**config.mk**
```make
export PLATFORM = sky130hd
export DESIGN_NAME = adcrb_device_flat
export DESIGN_NICKNAME = d
export VERILOG_FILES = /design/src/core/adcrb_pkg.sv /design/src/core/adcrb_link_if.sv /design/src/core/adcrb_device.sv /design/src/flat_wrapper.sv
export SDC_FILE = /design/constraint.sdc
export NUM_CORES = 1
export LEC_CHECK = 0
export BUFFER_PORTS_ARGS = -buffer_cell sky130_fd_sc_hd__buf_2
export CORE_MARGIN = 3
export CORE_UTILIZATION = 55
export DETAILED_ROUTE_END_ITERATION = 7
export GPL_ROUTABILITY_DRIVEN = 0
export MAX_ROUTING_LAYER = met4
export PLACE_DENSITY = 0.83
export SLEW_MARGIN = 0
export SYNTH_ARGS = -nofsm -noshare
export SYNTH_HDL_FRONTEND = slang
export SYNTH_SLANG_ARGS = --single-unit
```
**constraint.sdc**
```tcl
create_clock -name sys_clk_i -period 2.6 [get_ports sys_clk_i]
set_input_delay 0 -clock sys_clk_i [delete_from_list [all_inputs] [get_ports sys_clk_i]]
set_output_delay 0 -clock sys_clk_i [all_outputs]
set_load 0.05 [all_outputs]
```
**src/core/adcrb_pkg.sv**
```systemverilog
package adcrb_pkg;
	localparam int ADCRB_DW = 16;
	localparam int ADCRB_AW = 16;
	// register addresses on the link
	localparam logic [15:0] ADCRB_ADDR_CTRL1 = 16'h0001;
	localparam logic [15:0] ADCRB_ADDR_CTRL2 = 16'h0002;
	localparam logic [15:0] ADCRB_ADDR_OFFSET = 16'h0003;
	localparam logic [15:0] ADCRB_ADDR_GAIN = 16'h0004;
	localparam logic [15:0] ADCRB_ADDR_THRESH = 16'h0005;
	// reset values and the recommended control 2 value
	localparam logic [15:0] ADCRB_CTRL1_RST = 16'h001a;
	localparam logic [15:0] ADCRB_CTRL2_RST = 16'h009b;
	localparam logic [15:0] ADCRB_CTRL2_RECOMMENDED = 16'h0002;
	localparam logic [15:0] ADCRB_OFFSET_RST = 16'h0000;
	localparam logic [15:0] ADCRB_GAIN_RST = 16'ha000;
	localparam logic [15:0] ADCRB_THRESH_RST = 16'hcccc;
	// control word 1 fields
	localparam int ADCRB_C1_DL = 15;
	localparam int ADCRB_C1_RD_THR = 14;
	localparam int ADCRB_C1_RD_GAIN = 13;
	localparam int ADCRB_C1_RD_OFF = 12;
	localparam int ADCRB_C1_RD_STAT = 11;
	localparam int ADCRB_C1_ZERO = 10;
	localparam int ADCRB_C1_SYNC = 9;
	localparam int ADCRB_C1_LEN_HI = 8;
	localparam int ADCRB_C1_LEN_LO = 5;
	localparam int ADCRB_C1_FIR_EN = 4;
	localparam int ADCRB_C1_F1_EN = 3;
	localparam int ADCRB_C1_DECIM_HI = 2;
	localparam int ADCRB_C1_DECIM_LO = 0;
	localparam logic [2:0] ADCRB_DECIM_MAX = 3'h5;
	localparam logic [15:0] ADCRB_C1_SELFCLR_MASK = 16'hfe00;
	// control word 2 fields
	localparam int ADCRB_C2_CLKSEL = 5;
	localparam int ADCRB_C2_PWRDN = 3;
	localparam int ADCRB_C2_LOWPOW = 2;
	localparam int ADCRB_C2_ONE = 1;
	localparam int ADCRB_C2_AMPPD = 0;
	localparam logic [15:0] ADCRB_C2_MASK = 16'h002f;
	// coefficient words: 6 per length step, two words each
	localparam int ADCRB_COEF_PER_STEP = 6;
	// host register offsets (avalon byte addresses)
	localparam logic [3:0] ADCRB_H_ADDR = 4'h0;
	localparam logic [3:0] ADCRB_H_DATA = 4'h4;
	localparam logic [3:0] ADCRB_H_CTRL = 4'h8;
	localparam logic [3:0] ADCRB_H_STAT = 4'hc;
	localparam int ADCRB_H_CTRL_GO = 0;
	localparam int ADCRB_H_CTRL_RD = 1;
	localparam int ADCRB_H_STAT_BUSY = 0;
	localparam int ADCRB_H_STAT_DONE = 1;
endpackage

```
**src/core/adcrb_link_if.sv**
```systemverilog
`timescale 1ns/10ps
`default_nettype none
interface adcrb_link_if;
	logic wr_stb;
	logic [15:0] wr_data;
	logic rd_stb;
	logic [15:0] rd_data;
	logic rd_valid;
	modport device (input wr_stb, input wr_data, input rd_stb, output rd_data, output rd_valid);
	modport host (output wr_stb, output wr_data, output rd_stb, input rd_data, input rd_valid);
endinterface
`default_nettype wire

```
**src/core/adcrb_device.sv**
```systemverilog
// Notes on behaviour
// download bit with nonzero length code makes next writes coefficients
// host sends length with download request
// threshold select redirects next read
// gain select redirects next read
// offset select redirects next read
// status select redirects next read
// host writes zero to bit 10
// sync bit starts synchronization pulse
// bit 4 low bypasses FIR stage
// bit 3 low bypasses first stage
// decimation code: 0 bypass, 2^n
// bits 15..9 clear themselves
// host sets one read selector at most
// control word 2 resets to 0x009b
// clock select: 0 divides by two
// bit 3 powers down converter
// bit 2 selects low power mode
// host writes one to bit 1
// bit 0 powers down input amplifier
// host recommends 0x0002 for control 2
// address word then data word latched
// coefficients upper half first, then checksum
// control word 1 resets to 0x001a
// read selection serves exactly one read
//
// The Avalon-MM register port was decided locally.
`timescale 1ns/10ps
`default_nettype none
module adcrb_device
	import adcrb_pkg::*;
(
	input wire logic sys_clk_i,
	input wire logic rst_n_i,
	adcrb_link_if.device link,
	input wire logic [15:0] conv_result_i,
	input wire logic [15:0] status_word_i,
	output logic [15:0] ctrl1_o,
	output logic sync_pulse_o,
	output logic fir_stage_enable_o,
	output logic first_stage_enable_o,
	output logic [2:0] stage2_decimation_code_o,
	output logic [3:0] coeff_length_code_o,
	output logic clock_divide_select_o,
	output logic internal_clock_o,
	output logic full_power_down_o,
	output logic low_power_select_o,
	output logic input_amp_power_down_o,
	output logic download_active_o,
	output logic coeff_wr_o,
	output logic [31:0] coeff_word_o,
	output logic checksum_wr_o,
	output logic [15:0] checksum_o,
	output logic download_ok_flag_o
);
	typedef enum logic [1:0] {ADCRB_SRC_CONV, ADCRB_SRC_THR, ADCRB_SRC_GAIN, ADCRB_SRC_OFF} adcrb_src_type;
	typedef enum {ADCRB_ST_ADDR, ADCRB_ST_DATA, ADCRB_ST_COEF_HI, ADCRB_ST_COEF_LO, ADCRB_ST_CSUM} adcrb_state_type;

	adcrb_state_type state_q;
	logic [15:0] addr_q;
	logic [15:0] ctrl1_q, ctrl2_q, offset_q, gain_q, thresh_q;
	logic [1:0] src_q;
	logic src_stat_q;
	logic [15:0] hi_q;
	logic [6:0] coef_left_q;
	logic [15:0] sum_q;
	logic ok_q;
	logic div_q;
	logic [15:0] rd_data_q;
	logic rd_valid_q;
	logic ctrl1_wr;
	logic [15:0] d;

	function automatic logic [15:0] byte_sum(input logic [15:0] w);
		byte_sum = {8'h00, w[15:8]} + {8'h00, w[7:0]};
	endfunction

	assign d = link.wr_data;
	assign ctrl1_wr = link.wr_stb && state_q == ADCRB_ST_DATA && addr_q == ADCRB_ADDR_CTRL1;

	// link word sequencer
	always_ff @(posedge sys_clk_i or negedge rst_n_i) begin
		if (!rst_n_i) begin
			state_q <= ADCRB_ST_ADDR;
			addr_q <= 16'h0000;
		end else if (link.wr_stb) begin
			unique case (state_q)
				ADCRB_ST_ADDR: begin
					addr_q <= d;
					state_q <= ADCRB_ST_DATA;
				end
				ADCRB_ST_DATA: begin
					if (ctrl1_wr && d[ADCRB_C1_DL] && d[ADCRB_C1_LEN_HI:ADCRB_C1_LEN_LO] != 4'h0)
						state_q <= ADCRB_ST_COEF_HI;
					else if (ctrl1_wr && d[ADCRB_C1_DL])
						state_q <= ADCRB_ST_CSUM;
					else
						state_q <= ADCRB_ST_ADDR;
				end
				ADCRB_ST_COEF_HI: state_q <= ADCRB_ST_COEF_LO;
				ADCRB_ST_COEF_LO: state_q <= (coef_left_q == 7'd1) ? ADCRB_ST_CSUM : ADCRB_ST_COEF_HI;
				ADCRB_ST_CSUM: state_q <= ADCRB_ST_ADDR;
			endcase
		end
	end

	// coefficient assembly and checksum
	always_ff @(posedge sys_clk_i or negedge rst_n_i) begin
		if (!rst_n_i) begin
			hi_q <= 16'h0000;
			coef_left_q <= 7'd0;
			sum_q <= 16'h0000;
			ok_q <= 1'b0;
			coeff_wr_o <= 1'b0;
			coeff_word_o <= 32'h0;
			checksum_wr_o <= 1'b0;
			checksum_o <= 16'h0000;
		end else begin
			coeff_wr_o <= 1'b0;
			checksum_wr_o <= 1'b0;
			if (ctrl1_wr && d[ADCRB_C1_DL]) begin
				// length code counts coefficients in steps of six, odd codes only
				coef_left_q <= 7'((({3'b000, d[ADCRB_C1_LEN_HI:ADCRB_C1_LEN_LO]} + 7'd1) >> 1) * ADCRB_COEF_PER_STEP);
				sum_q <= 16'h0000;
				ok_q <= 1'b0;
			end else if (link.wr_stb && state_q == ADCRB_ST_COEF_HI) begin
				hi_q <= d;
				sum_q <= sum_q + byte_sum(d);
			end else if (link.wr_stb && state_q == ADCRB_ST_COEF_LO) begin
				coeff_word_o <= {hi_q, d};
				coeff_wr_o <= 1'b1;
				coef_left_q <= coef_left_q - 7'd1;
				sum_q <= sum_q + byte_sum(d);
			end else if (link.wr_stb && state_q == ADCRB_ST_CSUM) begin
				checksum_o <= d;
				checksum_wr_o <= 1'b1;
				ok_q <= (d == sum_q);
			end
		end
	end

	// control word 1
	always_ff @(posedge sys_clk_i or negedge rst_n_i) begin
		if (!rst_n_i) begin
			ctrl1_q <= ADCRB_CTRL1_RST;
			sync_pulse_o <= 1'b0;
		end else begin
			sync_pulse_o <= ctrl1_wr && d[ADCRB_C1_SYNC];
			if (ctrl1_wr)
				ctrl1_q <= d & ~ADCRB_C1_SELFCLR_MASK;
		end
	end

	// control word 2 and other data registers
	always_ff @(posedge sys_clk_i or negedge rst_n_i) begin
		if (!rst_n_i) begin
			ctrl2_q <= ADCRB_CTRL2_RST;
			offset_q <= ADCRB_OFFSET_RST;
			gain_q <= ADCRB_GAIN_RST;
			thresh_q <= ADCRB_THRESH_RST;
		end else if (link.wr_stb && state_q == ADCRB_ST_DATA) begin
			unique case (addr_q)
				ADCRB_ADDR_CTRL2: ctrl2_q <= d & ADCRB_C2_MASK;
				ADCRB_ADDR_OFFSET: offset_q <= d;
				ADCRB_ADDR_GAIN: gain_q <= d;
				ADCRB_ADDR_THRESH: thresh_q <= d;
				default: ;
			endcase
		end
	end

	// one-shot read source
	always_ff @(posedge sys_clk_i or negedge rst_n_i) begin
		if (!rst_n_i) begin
			src_q <= ADCRB_SRC_CONV;
			src_stat_q <= 1'b0;
		end else if (ctrl1_wr && d[ADCRB_C1_RD_THR:ADCRB_C1_RD_STAT] != 4'h0) begin
			// priority only matters if the host breaks the one-selector limit
			src_stat_q <= d[ADCRB_C1_RD_STAT];
			if (d[ADCRB_C1_RD_THR])
				src_q <= ADCRB_SRC_THR;
			else if (d[ADCRB_C1_RD_GAIN])
				src_q <= ADCRB_SRC_GAIN;
			else if (d[ADCRB_C1_RD_OFF])
				src_q <= ADCRB_SRC_OFF;
			else
				src_q <= ADCRB_SRC_CONV;
		end else if (link.rd_stb) begin
			src_q <= ADCRB_SRC_CONV;
			src_stat_q <= 1'b0;
		end
	end

	// read data path
	always_ff @(posedge sys_clk_i or negedge rst_n_i) begin
		if (!rst_n_i) begin
			rd_data_q <= 16'h0000;
			rd_valid_q <= 1'b0;
		end else begin
			rd_valid_q <= link.rd_stb;
			if (link.rd_stb) begin
				if (src_stat_q)
					rd_data_q <= status_word_i;
				else
					unique case (adcrb_src_type'(src_q))
						ADCRB_SRC_THR: rd_data_q <= thresh_q;
						ADCRB_SRC_GAIN: rd_data_q <= gain_q;
						ADCRB_SRC_OFF: rd_data_q <= offset_q;
						ADCRB_SRC_CONV: rd_data_q <= conv_result_i;
					endcase
			end
		end
	end

	// internal clock enable derived from master clock
	always_ff @(posedge sys_clk_i or negedge rst_n_i) begin
		if (!rst_n_i)
			div_q <= 1'b0;
		else
			div_q <= ~div_q;
	end

	assign internal_clock_o = ctrl2_q[ADCRB_C2_CLKSEL] ? 1'b1 : div_q;
	assign link.rd_data = rd_data_q;
	assign link.rd_valid = rd_valid_q;
	assign ctrl1_o = ctrl1_q;
	assign fir_stage_enable_o = ctrl1_q[ADCRB_C1_FIR_EN];
	assign first_stage_enable_o = ctrl1_q[ADCRB_C1_F1_EN];
	assign stage2_decimation_code_o = (ctrl1_q[ADCRB_C1_DECIM_HI:ADCRB_C1_DECIM_LO] > ADCRB_DECIM_MAX) ?
		ADCRB_DECIM_MAX : ctrl1_q[ADCRB_C1_DECIM_HI:ADCRB_C1_DECIM_LO];
	assign coeff_length_code_o = ctrl1_q[ADCRB_C1_LEN_HI:ADCRB_C1_LEN_LO];
	assign clock_divide_select_o = ctrl2_q[ADCRB_C2_CLKSEL];
	assign full_power_down_o = ctrl2_q[ADCRB_C2_PWRDN];
	assign low_power_select_o = ctrl2_q[ADCRB_C2_LOWPOW];
	assign input_amp_power_down_o = ctrl2_q[ADCRB_C2_AMPPD];
	assign download_active_o = state_q inside {ADCRB_ST_COEF_HI, ADCRB_ST_COEF_LO, ADCRB_ST_CSUM};
	assign download_ok_flag_o = ok_q;
endmodule
`default_nettype wire

```
**src/flat_wrapper.sv**
```systemverilog
// flat-port wrapper written by rule: the top's interface ports become plain ports
module adcrb_device_flat import adcrb_pkg::*;
  (sys_clk_i, rst_n_i, conv_result_i, status_word_i, ctrl1_o, sync_pulse_o, fir_stage_enable_o, first_stage_enable_o, stage2_decimation_code_o, coeff_length_code_o, clock_divide_select_o, internal_clock_o, full_power_down_o, low_power_select_o, input_amp_power_down_o, download_active_o, coeff_wr_o, coeff_word_o, checksum_wr_o, checksum_o, download_ok_flag_o, link_wr_stb, link_wr_data, link_rd_stb, link_rd_data, link_rd_valid);
  adcrb_link_if link_i ();
  input wire logic sys_clk_i;
  input wire logic rst_n_i;
  input wire logic [15:0] conv_result_i;
  input wire logic [15:0] status_word_i;
  output logic [15:0] ctrl1_o;
  output logic sync_pulse_o;
  output logic fir_stage_enable_o;
  output logic first_stage_enable_o;
  output logic [2:0] stage2_decimation_code_o;
  output logic [3:0] coeff_length_code_o;
  output logic clock_divide_select_o;
  output logic internal_clock_o;
  output logic full_power_down_o;
  output logic low_power_select_o;
  output logic input_amp_power_down_o;
  output logic download_active_o;
  output logic coeff_wr_o;
  output logic [31:0] coeff_word_o;
  output logic checksum_wr_o;
  output logic [15:0] checksum_o;
  output logic download_ok_flag_o;
  input wire logic [$bits(link_i.wr_stb)-1:0] link_wr_stb;
  input wire logic [$bits(link_i.wr_data)-1:0] link_wr_data;
  input wire logic [$bits(link_i.rd_stb)-1:0] link_rd_stb;
  output wire logic [$bits(link_i.rd_data)-1:0] link_rd_data;
  output wire logic [$bits(link_i.rd_valid)-1:0] link_rd_valid;
  assign link_i.wr_stb = link_wr_stb;
  assign link_i.wr_data = link_wr_data;
  assign link_i.rd_stb = link_rd_stb;
  assign link_rd_data = link_i.rd_data;
  assign link_rd_valid = link_i.rd_valid;
  adcrb_device u_core (.sys_clk_i(sys_clk_i), .rst_n_i(rst_n_i), .link(link_i), .conv_result_i(conv_result_i), .status_word_i(status_word_i), .ctrl1_o(ctrl1_o), .sync_pulse_o(sync_pulse_o), .fir_stage_enable_o(fir_stage_enable_o), .first_stage_enable_o(first_stage_enable_o), .stage2_decimation_code_o(stage2_decimation_code_o), .coeff_length_code_o(coeff_length_code_o), .clock_divide_select_o(clock_divide_select_o), .internal_clock_o(internal_clock_o), .full_power_down_o(full_power_down_o), .low_power_select_o(low_power_select_o), .input_amp_power_down_o(input_amp_power_down_o), .download_active_o(download_active_o), .coeff_wr_o(coeff_wr_o), .coeff_word_o(coeff_word_o), .checksum_wr_o(checksum_wr_o), .checksum_o(checksum_o), .download_ok_flag_o(download_ok_flag_o));
endmodule
```
==> impl_results.md <==
- Chip Height: 136 microns
- Syn_area_per_cell: 11.3 sq um
- Root Driver: clkbuf_16
- Initial antenna violation count: 1
- H-tree Lvls: 4
- Post-synth EDFFs: 0
- Dpl cell area: about 0.010 sq mm
- GRT overflow: 0
- Hpwl dp: roughly 16,000 microns
- Pre-CTS setup slack: -213 ps
- Via/cell ratio: 5.72
- Via count: 7,039
- First-pass GRT wire length: 37,100 microns
- Vias in the first global route: 6,973
- Final worst setup slack: ~150 ps
- Final WL: around 24,000 microns
- # DRC: 0
- GRT Total Usage: a little over a quarter
- Die width: 136 microns
- TritonCTS clock tree: done
- Data required time of the worst path: 2960 ps
- Drt initial violations: approximately 600
- Clock Skew: 14.4 ps
- Crit. End Element: flop
- Pre-antenna DRT Iters: 7
- Kind of critical path: in2reg
- Core box area: 0.0162 sq mm
- Hold slack: 19.0 ps
- Largest net degree at the start of global routing: 73
- Starting density of the core: 57.3%
- DR WL/cell: 19.4 microns
- Setup TNS: 0 ps
- Top cell type by total area after synthesis: dfrtp_1
- Most common cell in the netlist: dfrtp_1
- Endpoints failing setup: 0
- Ys Warns: 0
- Max_slew headroom: roughly two fifths
- Synth top area cells: dfrtp_1 (48%), mux2_2 (9.8%), nand2_1 (5.9%)
- Worst skew pair latency: 440 ps
- Worst Tran Pin Value: 900 ps
- Synthesized flop and latch total: between 150 and 200
- CP max FO: 6
- Worst Setup Start Kind: input pin
- Max Cap Viol: 0
- Row Count: 46
- Post-synth top cells: dfrtp_1 (177), nand2_1 (146), mux2_2 (81), o21ai_0 (39), clkbuf_1 (35)
- Final hold violations: 0
- Post-synth cell types: 53
- Share of post-route cells with drive strength above 1: 34.7%
- Post-layout min period: 2450 ps
- CTS max path bufs: 2
- Worst ir drop on vdd: 524 uV
- Power Dens Cells: roughly 600 mW/mm^2
- Outcome: completed
- Boundary pin count: between 150 and 200
- Syn-to-layout area delta: 20.7%
- Sequential-to-total area share from yosys stat: 51.9%
- Asr flop ratio synth: 100%
- Antenna Violating Nets Remaining: 0
- Post-layout nets: 1,082
- PnR Total Power: 6.77 mW
- Static leakage: 5.61 nW
- Mapped Cells: approximately 830
- Data arrival, critical path: between 2000 and 3000 ps
- Fmax achieved: between 0.4 and 0.5 GHz
- Final period util: 94.4%
- DIE AREA: roughly 0.018 sq mm
- Yosys top cell area share: 47.7%
- Total CTS buffers: 17
- Worst hold path type: in2reg
- CTS sink cnt: 192
- Netlist Area Pre-Place: 0.00929 sq mm
- Main synth FF type: dfrtp_1
- Clock transition at the registers of the reported paths: roughly 70 ps
- Final Max Tran Viols: 0
- IO buf count: 144
- Finished Cell Area: 0.0112 sq mm
[flip-flops by register name (all words and copies together) (netlist names), 7 cells and up]
register	count
u_core.sum_q	16
u_core.thresh_q	16
u_core.link.rd_data	16
u_core.addr_q	16
u_core.checksum_o	16
u_core.hi_q	16
u_core.coef_left_q	7
u_core.gain_q	16
u_core.offset_q	16
u_core.ctrl1_o	9
u_core.coeff_word_o	32
[layout make-up]
type / count / area, sq um
tap: 216 / 270
sequential: 192 / 4820
timing repair buffer: 211 / 1300
multi-input combinational: 558 / 4150
clock inverter: 9 / 121
inverter: 20 / 75.1
antenna: 1 / 2.50
clock buffer: 23 / 478
fill: 1169 / 5010
[critical path, stage by stage]
cell           delay, ps
dlygate4sd3_1        520
buf_2                140
ha_4                 280
nand4_1              100
nand3_2              100
nor2_2                40
xnor2_1              130
ha_1                 340
o211ai_1             120
o211ai_1             230
a32oi_1              130
buf_4                170
or3_1                340
a21oi_2              160
[stage by stage]
step	util, %	instances
floorplan	-	832
global placement	63.9	1175
detailed placement	63.9	1175
CTS	68.9	1228
global route	69.1	1230
finish	69.1	1230
[kinds of logic after synthesis]
| family | after synthesis | synth area share [%] |
|---|---|---|
| buffers and inverters | 82 | 4.08 |
| other | 1 | 0.0404 |
| AO/OA/AOI/OAI | 109 | 6.96 |
| multiplexers | 125 | 17.1 |
| adder cells (fa/ha/maj) | 30 | 4.28 |
| AND/OR/NAND/NOR | 252 | 12.3 |
| XOR/XNOR | 35 | 3.30 |
| flip-flops | 192 | 51.9 |
[power by group]
part | switching [mW] | internal (mW) | leakage [nW]
logic | 0.586 | 0.350 | 2.79
registers | 0.0786 | 3.10 | 2.53
clock network | 1.14 | 1.51 | 0.287
total | 1.81 | 4.97 | 5.61
[worst paths after layout]
path,end,start,slack [ps],cells after the start
setup / recovery,u_core.sum_q[14],link_wr_data[4],150,14
hold / removal,u_core.checksum_o[15],link_wr_data[15],20,3
setup reg to reg,u_core.offset_q[14],u_core.state_q[1],270,5
hold reg to reg,u_core.div_q,u_core.div_q,420,1
max in group asynchronous,u_core.thresh_q[14],rst_n_i,1570,3
min in group asynchronous,u_core.ctrl1_o[7],rst_n_i,130,2
[placed cells by master (no fill, tap or decap), types with 8 or more instances in the layout]
cell,count
nor3_1,13
dlygate4sd3_1,21
buf_2,143
dfstp_2,15
dfrtp_1,177
o211ai_1,11
mux2_4,8
mux4_2,16
ha_1,25
nor2b_1,8
xor2_1,9
nor4_1,8
mux2i_1,20
inv_1,20
nor2_1,32
clkbuf_16,17
buf_4,45
o21ai_0,39
a21oi_1,29
mux2_2,81
nand2_1,146
xnor2_1,26
[repair_timing]
item,CTS,global route
setup buffers,0,1
endpoints found under the hold margin,94,0
gates resized for setup,0,7
hold buffers,21,0
setup endpoints to repair,0,7
[routing by layer]
layer | part of all wire (%) | track usage (%) | vias to the layer above
met5 | 0 | - | -
met4 | 2.9 | 11.0 | 0
met3 | 8.5 | 6.66 | 54
met2 | 48 | 41.9 | 330
met1 | 41 | 34.8 | 3468
li1 | - | - | 3187
Power figures use the tool's default switching activity.
